$ cat src/dcp_defs.svh
`ifndef DCP_DEFS_SVH
`define DCP_DEFS_SVH
// Summary of operation
// [RQ1] prescaler divides by reload value plus one
// [RQ2] one prescaler, one counter for both
// [RQ3] counter runs 0 to 254, wraps
// [RQ4] duty above counter drives output low
// [RQ5] duty at or below counter: output high
// [RQ6] zero constant high, all ones constant low
// [RQ7] prescaler clocked at half oscillator rate
// [RQ8] duty writes take effect immediately
// [RQ9] reload readable, running count hidden
// [RQ10] idle resets channels, outputs high
// [RQ11] expiry reloads prescaler, counter advances one
`define DCP_OFF_DUTY_A 12'h0FC
`define DCP_OFF_DUTY_B 12'h0FD
`define DCP_OFF_RELOAD 12'h0FE
`define DCP_ADDR_W 12
`define DCP_CNT_LAST 8'hFE
`define DCP_ZERO8 8'h00
`define DCP_ZERO32 32'h0000_0000
`endif

$ cat src/dcp_pkg.sv
`include "dcp_defs.svh"
package dcp_pkg;
  typedef struct packed {
    logic psel;
    logic penable;
    logic pwrite;
    logic [11:0] paddr;
    logic [31:0] pwdata;
  } dcp_apb_req_s;
  typedef struct packed {
    logic pready;
    logic pslverr;
    logic [31:0] prdata;
  } dcp_apb_rsp_s;
endpackage

$ cat src/dcp_timebase.sv
`include "dcp_defs.svh"
module dcp_timebase (
  input wire logic clk,
  input wire logic rst_b,
  input wire logic idle,
  input wire logic [7:0] reload,
  output logic [7:0] count,
  output logic step
);
  import dcp_pkg::*;
  typedef struct packed {
    logic half;
    logic [7:0] pre;
    logic [7:0] cnt;
    logic step;
  } dcp_tb_s;
  dcp_tb_s st, next_st;
  always_comb begin
    next_st = st;
    next_st.step = 1'b0;
    if (idle) begin
      next_st = '0; // RQ10
    end else begin
      next_st.half = ~st.half; // RQ7
      if (st.half) begin
        if (st.pre == `DCP_ZERO8) begin
          next_st.pre = reload; // RQ1 RQ11
          next_st.step = 1'b1;
          next_st.cnt = (st.cnt == `DCP_CNT_LAST) ? `DCP_ZERO8 : st.cnt + 8'h01; // RQ3
        end else begin
          next_st.pre = st.pre - 8'h01; // RQ1
        end
      end
    end
  end
  always_ff @(posedge clk or negedge rst_b) begin
    if (!rst_b) begin
      st <= '0;
    end else begin
      st <= next_st;
    end
  end
  assign count = st.cnt;
  assign step = st.step;
  property p_wrap;
    @(posedge clk) disable iff (!rst_b) st.cnt <= `DCP_CNT_LAST;
  endproperty
  a_wrap: assert property (p_wrap) else $error("counter exceeded 254"); // RQ3
  property p_adv;
    @(posedge clk) disable iff (!rst_b)
    !idle && st.half && st.pre == `DCP_ZERO8 && st.cnt != `DCP_CNT_LAST
      |=> st.cnt == $past(st.cnt) + 8'h01;
  endproperty
  a_adv: assert property (p_adv) else $error("counter did not advance"); // RQ11
endmodule

$ cat src/dcp_compare.sv
module dcp_compare #(
  parameter int W = 8
) (
  input wire logic [W-1:0] duty,
  input wire logic [W-1:0] count,
  output logic out_b
);
  assign out_b = !(duty > count); // RQ4 RQ5 RQ6
endmodule

$ cat src/dcp_pwm.sv
// The APB interface to the registers was chosen for this implementation.
`include "dcp_defs.svh"
module dcp_pwm (
  input wire logic clk,
  input wire logic rst_b,
  input wire logic idle,
  input wire dcp_pkg::dcp_apb_req_s apb_req,
  output dcp_pkg::dcp_apb_rsp_s apb_rsp,
  output logic [1:0] channel_output_n_b
);
  import dcp_pkg::*;
  // ************************************************
  // state
  // ************************************************
  typedef struct packed {
    logic [7:0] duty_compare_a;
    logic [7:0] duty_compare_b;
    logic [7:0] prescaler_reload;
    dcp_apb_rsp_s rsp;
    logic [1:0] outs;
  } dcp_state_s;
  dcp_state_s st, next_st;
  logic [7:0] count;
  logic step;
  logic [1:0] cmp_b;
  logic [7:0] duty [2];
  logic wr, rd;
  logic [`DCP_ADDR_W-1:0] word;
  assign wr = apb_req.psel && apb_req.penable && apb_req.pwrite;
  assign rd = apb_req.psel && !apb_req.penable && !apb_req.pwrite;
  // byte offsets are not word aligned: treat as word index
  assign word = apb_req.paddr >> 2;
  // shared timebase for both channels
  dcp_timebase u_tb ( // RQ2
    .clk(clk),
    .rst_b(rst_b),
    .idle(idle),
    .reload(st.prescaler_reload),
    .count(count),
    .step(step)
  );
  assign duty[0] = st.duty_compare_a;
  assign duty[1] = st.duty_compare_b;
  generate
    for (genvar i = 0; i < 2; i++) begin : g_ch
      dcp_compare #(.W(8)) u_cmp (
        .duty(duty[i]),
        .count(count),
        .out_b(cmp_b[i])
      );
    end
  endgenerate
  // ************************************************
  // registers and outputs
  // ************************************************
  always_comb begin
    next_st = st;
    next_st.rsp.pready = 1'b0;
    next_st.rsp.pslverr = 1'b0;
    if (apb_req.psel && !apb_req.penable) begin
      next_st.rsp.pready = 1'b1;
      next_st.rsp.prdata = `DCP_ZERO32;
      if (rd) begin
        unique case (word)
          `DCP_OFF_DUTY_A: next_st.rsp.prdata = {24'h0, st.duty_compare_a};
          `DCP_OFF_DUTY_B: next_st.rsp.prdata = {24'h0, st.duty_compare_b};
          `DCP_OFF_RELOAD: next_st.rsp.prdata = {24'h0, st.prescaler_reload}; // RQ9
          default: next_st.rsp.pslverr = 1'b1;
        endcase
      end else if (!(word == `DCP_OFF_DUTY_A || word == `DCP_OFF_DUTY_B ||
                     word == `DCP_OFF_RELOAD)) begin
        next_st.rsp.pslverr = 1'b1;
      end
    end
    if (wr && st.rsp.pready) begin
      unique case (word)
        `DCP_OFF_DUTY_A: next_st.duty_compare_a = apb_req.pwdata[7:0]; // RQ8
        `DCP_OFF_DUTY_B: next_st.duty_compare_b = apb_req.pwdata[7:0]; // RQ8
        `DCP_OFF_RELOAD: next_st.prescaler_reload = apb_req.pwdata[7:0];
        default: ;
      endcase
    end
    next_st.outs = idle ? 2'b11 : cmp_b; // RQ10 RQ4 RQ5
  end
  always_ff @(posedge clk or negedge rst_b) begin
    if (!rst_b) begin
      st <= '0;
      st.outs <= 2'b11;
    end else begin
      st <= next_st;
    end
  end
  assign apb_rsp = st.rsp;
  assign channel_output_n_b = st.outs;
  // ************************************************
  // checks
  // ************************************************
  property p_idle_high;
    @(posedge clk) disable iff (!rst_b) idle |=> channel_output_n_b == 2'b11;
  endproperty
  a_idle_high: assert property (p_idle_high) else $error("idle output not high"); // RQ10
  property p_zero_high;
    @(posedge clk) disable iff (!rst_b) !idle && st.duty_compare_a == 8'h00 |=> channel_output_n_b[0];
  endproperty
  a_zero_high: assert property (p_zero_high) else $error("zero duty not high"); // RQ6
  property p_ff_low;
    @(posedge clk) disable iff (!rst_b) !idle && st.duty_compare_b == 8'hFF |=> !channel_output_n_b[1];
  endproperty
  a_ff_low: assert property (p_ff_low) else $error("full duty not low"); // RQ6
  property p_cmp_a;
    @(posedge clk) disable iff (!rst_b) !idle |=> channel_output_n_b[0] == !($past(st.duty_compare_a) > $past(count));
  endproperty
  a_cmp_a: assert property (p_cmp_a) else $error("channel a compare wrong"); // RQ4
  property p_cmp_b;
    @(posedge clk) disable iff (!rst_b) !idle |=> channel_output_n_b[1] == !($past(st.duty_compare_b) > $past(count));
  endproperty
  a_cmp_b: assert property (p_cmp_b) else $error("channel b compare wrong"); // RQ5
  property p_wr_now;
    @(posedge clk) disable iff (!rst_b) wr && st.rsp.pready && word == `DCP_OFF_DUTY_A |=> st.duty_compare_a == $past(apb_req.pwdata[7:0]);
  endproperty
  a_wr_now: assert property (p_wr_now) else $error("duty write not applied"); // RQ8
  property p_rd_reload;
    @(posedge clk) disable iff (!rst_b) rd && word == `DCP_OFF_RELOAD |=> apb_rsp.prdata[7:0] == st.prescaler_reload;
  endproperty
  a_rd_reload: assert property (p_rd_reload) else $error("reload readback wrong"); // RQ9
  property p_step_spacing;
    @(posedge clk) disable iff (!rst_b) step && !idle && st.prescaler_reload == 8'h00 |-> ##[1:4] (step || idle);
  endproperty
  a_step_spacing: assert property (p_step_spacing) else $error("step spacing wrong"); // RQ7
  c_wrap: cover property (@(posedge clk) disable iff (!rst_b) step && count == 8'h00);
  c_wr: cover property (@(posedge clk) disable iff (!rst_b) wr && st.rsp.pready);
  c_idle: cover property (@(posedge clk) disable iff (!rst_b) idle);
  c_err: cover property (@(posedge clk) disable iff (!rst_b) apb_rsp.pslverr);
  c_full: cover property (@(posedge clk) disable iff (!rst_b) st.duty_compare_b == 8'hFF);

  // ************************************************
  // bus checks
  // ************************************************
  // decode hit, kept apart from the logic so a decode slip shows here
  logic hit;
  assign hit = word == `DCP_OFF_DUTY_A || word == `DCP_OFF_DUTY_B ||
               word == `DCP_OFF_RELOAD;

  property p_ready_pulse;
    @(posedge clk) disable iff (!rst_b)
    apb_rsp.pready |=> !apb_rsp.pready;
  endproperty
  a_ready_pulse: assert property (p_ready_pulse)
    else $error("ready longer than one cycle");

  property p_ready_after_setup;
    @(posedge clk) disable iff (!rst_b)
    apb_req.psel && !apb_req.penable |=> apb_rsp.pready;
  endproperty
  a_ready_after_setup: assert property (p_ready_after_setup)
    else $error("no ready in access phase");

  property p_no_ready_unsel;
    @(posedge clk) disable iff (!rst_b)
    !apb_req.psel |=> !apb_rsp.pready;
  endproperty
  a_no_ready_unsel: assert property (p_no_ready_unsel)
    else $error("ready without select");

  property p_err_unmapped;
    @(posedge clk) disable iff (!rst_b)
    apb_req.psel && !apb_req.penable && !hit |=> apb_rsp.pslverr;
  endproperty
  a_err_unmapped: assert property (p_err_unmapped)
    else $error("unmapped access not refused");

  property p_no_err_mapped;
    @(posedge clk) disable iff (!rst_b)
    apb_req.psel && !apb_req.penable && hit |=> !apb_rsp.pslverr;
  endproperty
  a_no_err_mapped: assert property (p_no_err_mapped)
    else $error("mapped access refused");

  property p_err_with_ready;
    @(posedge clk) disable iff (!rst_b)
    apb_rsp.pslverr |-> apb_rsp.pready;
  endproperty
  a_err_with_ready: assert property (p_err_with_ready)
    else $error("error without ready");

  property p_upper_zero;
    @(posedge clk) disable iff (!rst_b)
    apb_rsp.pready |-> apb_rsp.prdata[31:8] == 24'h000000;
  endproperty
  a_upper_zero: assert property (p_upper_zero)
    else $error("upper read bits not zero");

  property p_rd_a;
    @(posedge clk) disable iff (!rst_b)
    rd && word == `DCP_OFF_DUTY_A |=> apb_rsp.prdata[7:0] == $past(st.duty_compare_a);
  endproperty
  a_rd_a: assert property (p_rd_a)
    else $error("duty a readback wrong");

  property p_rd_b;
    @(posedge clk) disable iff (!rst_b)
    rd && word == `DCP_OFF_DUTY_B |=> apb_rsp.prdata[7:0] == $past(st.duty_compare_b);
  endproperty
  a_rd_b: assert property (p_rd_b)
    else $error("duty b readback wrong");

  property p_rd_unmapped;
    @(posedge clk) disable iff (!rst_b)
    rd && !hit |=> apb_rsp.prdata == `DCP_ZERO32;
  endproperty
  a_rd_unmapped: assert property (p_rd_unmapped)
    else $error("unmapped read not zero");

  property p_wr_b_now;
    @(posedge clk) disable iff (!rst_b)
    wr && st.rsp.pready && word == `DCP_OFF_DUTY_B
      |=> st.duty_compare_b == $past(apb_req.pwdata[7:0]);
  endproperty
  a_wr_b_now: assert property (p_wr_b_now) // RQ8
    else $error("duty b write not applied");

  property p_wr_reload;
    @(posedge clk) disable iff (!rst_b)
    wr && st.rsp.pready && word == `DCP_OFF_RELOAD
      |=> st.prescaler_reload == $past(apb_req.pwdata[7:0]);
  endproperty
  a_wr_reload: assert property (p_wr_reload) // RQ9
    else $error("reload write not applied");

  property p_wr_unmapped;
    @(posedge clk) disable iff (!rst_b)
    wr && st.rsp.pready && !hit |=> $stable(st.duty_compare_a) &&
      $stable(st.duty_compare_b) && $stable(st.prescaler_reload);
  endproperty
  a_wr_unmapped: assert property (p_wr_unmapped)
    else $error("unmapped write changed a register");

  property p_no_wr_hold;
    @(posedge clk) disable iff (!rst_b)
    !(wr && st.rsp.pready) |=> $stable(st.duty_compare_a) &&
      $stable(st.duty_compare_b) && $stable(st.prescaler_reload);
  endproperty
  a_no_wr_hold: assert property (p_no_wr_hold)
    else $error("register changed without write");

  // ************************************************
  // timebase checks
  // ************************************************
  property p_idle_count;
    @(posedge clk) disable iff (!rst_b)
    idle |=> count == `DCP_ZERO8;
  endproperty
  a_idle_count: assert property (p_idle_count) // RQ10
    else $error("idle did not clear counter");

  property p_idle_no_step;
    @(posedge clk) disable iff (!rst_b)
    idle |=> !step;
  endproperty
  a_idle_no_step: assert property (p_idle_no_step) // RQ10
    else $error("step during idle");

  property p_count_range;
    @(posedge clk) disable iff (!rst_b)
    count <= `DCP_CNT_LAST;
  endproperty
  a_count_range: assert property (p_count_range) // RQ3
    else $error("counter above 254");

  property p_step_advance;
    @(posedge clk) disable iff (!rst_b)
    step |-> count == $past(count) + 8'h01 ||
      count == `DCP_ZERO8 && $past(count) == `DCP_CNT_LAST;
  endproperty
  a_step_advance: assert property (p_step_advance) // RQ11
    else $error("step did not advance counter by one");

  property p_count_hold;
    @(posedge clk) disable iff (!rst_b)
    !step && !$past(idle) |-> $stable(count);
  endproperty
  a_count_hold: assert property (p_count_hold) // RQ11
    else $error("counter moved without step");

  property p_step_gap;
    @(posedge clk) disable iff (!rst_b)
    step |=> !step;
  endproperty
  a_step_gap: assert property (p_step_gap) // RQ7
    else $error("steps closer than two clocks");

  property p_wrap_zero;
    @(posedge clk) disable iff (!rst_b)
    step && $past(count) == `DCP_CNT_LAST |-> count == `DCP_ZERO8;
  endproperty
  a_wrap_zero: assert property (p_wrap_zero) // RQ3
    else $error("counter did not wrap to zero");

  // ************************************************
  // output checks
  // ************************************************
  property p_ff_low_a;
    @(posedge clk) disable iff (!rst_b)
    !idle && st.duty_compare_a == 8'hFF |=> !channel_output_n_b[0];
  endproperty
  a_ff_low_a: assert property (p_ff_low_a) // RQ6
    else $error("full duty a not low");

  property p_zero_high_b;
    @(posedge clk) disable iff (!rst_b)
    st.duty_compare_b == `DCP_ZERO8 |=> channel_output_n_b[1];
  endproperty
  a_zero_high_b: assert property (p_zero_high_b) // RQ6
    else $error("zero duty b not high");
endmodule

$ cat config.mk
export PLATFORM = sky130hd
export DESIGN_NAME = dcp_pwm
export DESIGN_NICKNAME = d
export VERILOG_FILES = /design/src/dcp_pkg.sv /design/src/dcp_timebase.sv /design/src/dcp_compare.sv /design/src/dcp_pwm.sv
export VERILOG_INCLUDE_DIRS = /design/src
export SDC_FILE = /design/constraint.sdc
export NUM_CORES = 1
export LEC_CHECK = 0
export BUFFER_PORTS_ARGS = -buffer_cell sky130_fd_sc_hd__buf_2
export CELL_PAD_IN_SITES_DETAIL_PLACEMENT = 1
export CELL_PAD_IN_SITES_GLOBAL_PLACEMENT = 1
export CORE_MARGIN = 4
export CORE_UTILIZATION = 36
export CTS_CLUSTER_DIAMETER = 50
export CTS_CLUSTER_SIZE = 10
export DETAILED_ROUTE_END_ITERATION = 10
export HOLD_SLACK_MARGIN = 0.05
export PLACE_DENSITY = 0.83
export SYNTH_ARGS = -nofsm -noshare
export SYNTH_HDL_FRONTEND = slang
export SYNTH_SLANG_ARGS = --single-unit
export TNS_END_PERCENT = 5
$ cat constraint.sdc
create_clock -name clk -period 1.75 [get_ports clk]
set_input_delay 0.35 -clock clk [delete_from_list [all_inputs] [get_ports clk]]
set_output_delay 0.35 -clock clk [all_outputs]
set_load 0.03 [all_outputs]
==> results of run 1 <==
==> layout make-up <==
class                   count  area, µm²  share of cell area [%]
clock buffers               6       72.6                    1.89
well taps                 108        135                    3.53
clock inverters             2       38.8                    1.01
repair buffers             77        517                    13.5
multi-input cells         225       1680                    43.7
flip-flops and latches     53       1330                    34.7
inverters                  17       63.8                    1.67
==> per-stage QoR <==
step           std cells  util [%]  TNS (ns)  area, µm²
4_1_cts              488      43.5     -1.24       3770
5_1_grt              488      44.1     -1.97       3830
3_3_place_gp         477      41.6     -3.53       3610
2_1_floorplan        337         -     -3.32       3290
6_report             488      44.1     -1.04       3830
3_5_place_dp         477      41.6     -5.49       3610
==> worst paths after layout <==
kind                       slack [ns]                     from                      end  cells past startpoint
max                             -0.16  u_tb.st[15]$_DFFE_PN0N_  u_tb.st[14]$_DFFE_PN0N_                      4
min                              0.30               apb_req[6]     duty[14]$_DFFE_PN0P_                      2
max reg2reg                     -0.16  u_tb.st[15]$_DFFE_PN0N_  u_tb.st[14]$_DFFE_PN0N_                      4
min reg2reg                      0.49   apb_rsp[5]$_DFFE_PN0N_   apb_rsp[5]$_DFFE_PN0N_                      2
max in group asynchronous        0.65                    rst_b       st[38]$_DFFE_PN0P_                      3
min in group asynchronous        0.53                    rst_b  u_tb.st[15]$_DFFE_PN0N_                      2
==> layer usage <==
metal / GRT usage [%] / vias to the layer above / wire [µm]
li1: - / 1199 / -
met1: 20.3 / 1271 / 3500
met2: 28.5 / 38 / 4480
met3: 2.32 / 18 / 177
met4: 5.75 / 0 / 210
met5: 0 / - / 0
==> cell families (layout without fill, tap and decap cells) <==
group                    count (synthesis)  in the layout
AO/OA/AOI/OAI                           66             66
XOR/XNOR                                 1              1
adder cells (fa/ha/maj)                 19             19
buffers and inverters                   59            102
flip-flops                              53             53
multiplexers                            32             32
other                                    1             24
AND/OR/NAND/NOR                         83             83
==> sequential cells by signal, summed over array words and instances (netlist names) <==
signal / count
apb_rsp: 10
u_tb.count: 8
duty: 16
u_tb.st: 9
st: 8
channel_output_n_b: 2
==> what timing repair did <==
action	in CTS	in global routing
hold buffers	1	0
buffers inserted	2	0
pin swaps	9	6
endpoints found under the hold margin	17	0
resized for setup	16	15
endpoints found under the setup margin	15	17
==> placed cells by master, fill, tap and decap left out, drive strengths merged, types with 3 or more instances in the layout <==
cell type  instances
buf               76
dfrtp             51
mux2              30
o21ai             25
conb              24
nand2             23
ha                19
inv               17
a21oi             15
nor2              10
a22oi              9
nand3              9
nor3               7
clkbuf             6
o21a               5
nand4              4
nor2b              4
nand2b             4
and3               4
a31oi              4
and4               3
nor4               3
==> power groups by stage <==
stage | Clock, mW | Sequential [mW] | Combinational, mW
after floorplan | 0 | 1.46 | 0.972
after global placement | 0 | 1.42 | 1.69
after detailed placement | 0 | 1.43 | 1.79
after CTS | 0.881 | 1.42 | 1.93
after global routing | 0.927 | 1.43 | 2.27
final | 0.859 | 1.42 | 2.09
==> flow_metrics.py, run 1 <==
metrics = {
    "synth": {
        "ys_top_cells_by_area": "dfrtp_1 40%, mux2_2 11%, buf_4 8.4%",
        "synth_compound_area_share_pct": 13.1,
        "synth_most_common_cell": "dfrtp_1",
        "synth.area.mux_share_pct": 11.2,
        "yosys.area_share.xor_xnor_pct": 0.273,
        "netlist_area_um2": 3210,
        "yosysWarnings": 0,
        "synth.top_cell.area_share_pct": 39.8,
        "synthSimpleGateAreaFrac_pct": 15.1,
        "synth_edf_count": 0,
        "avgSynthCellArea_um2": 10.2,
        "synth_flop_cell": "dfrtp_1",
        "synth_async_sr_flop_share_pct": 100,
        "synth_seq_area_share_pct": 41.4,
        "synthTopCellsByCount": "51 x dfrtp_1, 36 x buf_4, 30 x mux2_2",
        "ys_ff_latch": 53,
        "synth_top_family_by_area": "simple AND/OR/NAND/NOR gates",
        "synthCells": 314,
        "yosys.cell_types.count": 48,
        "yosys.area_share.adder_pct": 7.41,
        "synth_top_cell_by_area": "dfrtp_1",
    },
    "worst_setup_path": {
        "cp_max_fo": 5,
        "cp_cell_sequence": "or4_4, or3_4, and2_4, o31a_1",
        "cp_top_family": "simple AND/OR/NAND/NOR gates",
        "crit_path_max_incr_delay_ns": 0.59,
        "critical_path_class": "reg2reg",
        "end_kind": "flop",
        "start_kind": "flop",
        "slowest_stage": "or4_4",
        "cp.required_ns": 1.96,
        "crit_arrival_ns": 2.12,
        "cp_num_buf_inv": 0,
    },
    "layout": {
        "antenna_cells_inserted": 0,
        "nets": 448,
        "layout-drive-gt1-share_pct": 37.1,
        "fill_cells": 1010,
        "syn2layout_area_growth_pct": 19.5,
    },
    "timing": {
        "hold-worst-slack_ns": 0.301,
        "max_freq_ghz": 0.523,
        "hold_violations": 0,
        "slew_headroom_pct": 64.5,
        "rsz0062_at_grt": "yes",
        "maxSlewViolCount": 0,
        "min_period_ns": 1.91,
        "fin_ws_ns": -0.162,
        "skew_ns": 0.0117,
        "fin_crit_sh_pct": 109,
        "finalSetupViolCount": 12,
        "tightest_slew_ns": 0.532,
    },
    "placement": {
        "post-dp-hpwl_um": 6520,
        "pre_cts_slack_ns": -0.358,
        "port_buffers": 35,
        "gp_congestion": 0.814,
    },
    "die": {
        "start_util_pct": 37.0,
        "io-pin-count": 86,
        "die_h_um": 102,
        "fp-row-count": 34,
        "die_area_um2": 10500,
        "die_w_um": 102,
        "coreArea_um2": 8680,
    },
    "drt": {
        "first_pass_iters": 4,
        "drcViolationCount": 0,
        "routed_wl_um": 8370,
        "ant_nets": 0,
        "vias": 2526,
        "routedWlPerCell_um": 17.2,
        "drtIter0Drc": 89,
        "viasPerCell": 5.18,
    },
    "clock_network": {
        "cts_tree": "yes",
        "cts_sinks": 53,
        "cts_buffer_depth": 2,
        "clock_tree.htree_level_count": 2,
        "path_clk_slew_ns": 0.11,
        "cts_buffers": 5,
        "clock-root-buffer": "clkbuf_8",
        "clk_latency_ns": 0.32,
    },
    "run": {
        "maxCapViolations": 0,
    },
    "power_and_ir_drop": {
        "totalPowerFinal_mw": 4.37,
        "power.share.switching_pct": 36.6,
        "power.switching_mw": 1.60,
        "pwr-share-clk_pct": 19.7,
        "pwr_density_cell_nw_per_um2": 1140,
        "ir_drop_uv": 390,
        "p_seq_share_pct": 32.5,
        "p_leak_nw": 1.87,
        "p_comb_share_pct": 47.9,
        "internal_power_mw": 2.77,
    },
    "global_routing": {
        "grt_pass1_vias": 2656,
        "grt_overflow": 0,
        "track_usage_pct": 16.2,
        "grt_max_degree": 35,
        "grt_antenna_before_repair": 0,
        "grt_pass1_wl_um": 13300,
    },
    "outcome": {
        "status": "complete, but fails checks",
        "violations": "setup timing",
    },
    "worst_hold_path": {
        "hold_path.class": "in2reg",
    },
}
Power figures use the tool's default switching activity.
==> inputs of run 2 (changes only) <==
- CTS_CLUSTER_DIAMETER: 50 -> 120
- SKIP_CTS_REPAIR_TIMING: unset -> 1
==> flow_metrics.py, run 2 (synthesis gave the netlist of run 1 again) <==
metrics = {
    "die": {
        "die_h_um": 102,
        "die_area_um2": 10500,
        "io-pin-count": 86,
        "fp-row-count": 34,
        "coreArea_um2": 8680,
        "start_util_pct": 37.0,
        "die_w_um": 102,
    },
    "drt": {
        "ant_nets": 0,
        "first_pass_iters": 4,
        "routedWlPerCell_um": 17.3,
        "vias": 2520,
        "routed_wl_um": 8410,
        "drcViolationCount": 0,
        "viasPerCell": 5.17,
        "drtIter0Drc": 119,
    },
    "layout": {
        "antenna_cells_inserted": 0,
        "fin_cells": 487,
        "layout_commonest_cell": "dfrtp_1",
        "final_cell_mix": "51 x dfrtp_1, 38 x buf_4, 35 x buf_2",
        "nets": 447,
        "final_core_util_pct": 43.9,
        "syn2layout_area_growth_pct": 18.8,
        "layout-drive-gt1-share_pct": 36.4,
        "largest_reg_flops": 16,
    },
    "global_routing": {
        "grt_overflow": 0,
        "grt_max_degree": 35,
        "grt_pass1_wl_um": 13200,
        "grt_pass1_vias": 2651,
        "track_usage_pct": 16.1,
        "grt_antenna_before_repair": 0,
    },
    "outcome": {
        "status": "complete, but fails checks",
        "violations": "setup timing",
    },
    "worst_hold_path": {
        "min_from": "apb_req[6]",
        "hold_path.class": "in2reg",
        "whs_endpoint": "duty[14]$_DFFE_PN0P_",
        "whs_path_depth": 2,
    },
    "placement": {
        "gp_congestion": 0.814,
        "post-dp-hpwl_um": 6520,
        "place_inst": 477,
        "port_buffers": 35,
    },
    "clock_network": {
        "clock_tree.htree_level_count": 2,
        "cts_sinks": 53,
        "clock-root-buffer": "clkbuf_8",
        "clk_latency_ns": 0.31,
        "cts_tree": "yes",
        "cts_buffer_depth": 2,
        "cts_buffers": 5,
        "path_clk_slew_ns": 0.11,
    },
    "power_and_ir_drop": {
        "pwr-share-clk_pct": 19.5,
        "ir_drop_uv": 393,
        "power.switching_mw": 1.61,
        "p_seq_share_pct": 32.5,
        "pwr_density_cell_nw_per_um2": 1140,
        "totalPowerFinal_mw": 4.36,
        "p_comb_share_pct": 48.0,
        "p_leak_nw": 1.87,
        "internal_power_mw": 2.76,
        "power.share.switching_pct": 36.8,
    },
    "worst_setup_path": {
        "r2r_start": "u_tb.st[13]$_DFFE_PN0N_",
        "reg2reg_slack_ns": -0.18,
        "start_kind": "flop",
        "cp_max_fo": 5,
        "critical_path_class": "reg2reg",
        "r2r_cells": 5,
        "crit_arrival_ns": 2.19,
        "end_kind": "flop",
        "reg2reg_to": "u_tb.st[14]$_DFFE_PN0N_",
        "cp.required_ns": 2.01,
    },
    "timing": {
        "finalSetupViolCount": 14,
        "setup-tns-final_ns": -1.31,
        "fin_crit_sh_pct": 110,
        "slew_headroom_pct": 64.6,
        "max_freq_ghz": 0.519,
        "min_period_ns": 1.93,
        "skew_ns": 0.0136,
        "rsz0062_at_grt": "yes",
        "tightest_slew_ns": 0.531,
        "maxSlewViolCount": 0,
        "hold_violations": 0,
        "fin_ws_ns": -0.177,
    },
    "run": {
        "maxCapViolations": 0,
    },
}
run 2: cell count changes in the layout (fill, tap and decap cells not counted), sizes merged:
cell  change
buf       -1
run 2: critical path, stage by stage, from the launching register on:
cell     delay, ns
dfrtp_1       0.40
or4_4         0.59
or3_4         0.44
buf_6         0.14
a31oi_4       0.14
o31a_1        0.16
run 2: final cells by class:
cell class | instances | area, µm²
clock buffers | 6 | 72.6
repair buffers | 76 | 502
well taps | 108 | 135
clock inverters | 2 | 38.8
multi-input cells | 225 | 1670
fillers | 1014 | 4870
flip-flops and latches | 53 | 1330
inverters | 17 | 63.8
run 2: worst max path at each step:
stage | startpoint | slack [ns] | endpoint
after global routing | u_tb.st[13]$_DFFE_PN0N_ | -0.21 | u_tb.st[14]$_DFFE_PN0N_
after CTS | u_tb.st[15]$_DFFE_PN0N_ | -0.38 | u_tb.count[4]$_DFFE_PN0P_
final | u_tb.st[13]$_DFFE_PN0N_ | -0.18 | u_tb.st[14]$_DFFE_PN0N_
after detailed placement | u_tb.st[15]$_DFFE_PN0N_ | -0.36 | u_tb.count[4]$_DFFE_PN0P_
after floorplan | apb_req[43] | -0.26 | duty[10]$_DFFE_PN0P_
after global placement | u_tb.st[15]$_DFFE_PN0N_ | -0.19 | u_tb.count[2]$_DFFE_PN0P_
run 2: layer usage:
metal	vias to the layer above	wire length (µm)	track usage (%)
li1	1194	-	-
met1	1260	3520	20.2
met2	47	4480	28.1
met3	19	185	2.39
met4	0	225	6.05
met5	-	0	0
run 2: power groups by stage:
| stage | Sequential, mW | Combinational [mW] | Clock [mW] |
|---|---|---|---|
| after floorplan | 1.46 | 0.972 | 0 |
| after global placement | 1.42 | 1.69 | 0 |
| after detailed placement | 1.43 | 1.79 | 0 |
| after CTS | 1.41 | 1.80 | 0.881 |
| after global routing | 1.43 | 2.28 | 0.927 |
| final | 1.42 | 2.09 | 0.852 |
run 2: per-stage QoR:
stage               setup slack (ns)  cell area (µm²)  hold WS [ns]
floorplan                     -0.262             3290        0.0544
global placement              -0.194             3610         0.353
detailed placement            -0.358             3610         0.358
CTS                           -0.382             3720        0.0118
global route                  -0.208             3810         0.292
finish                        -0.177             3810         0.301
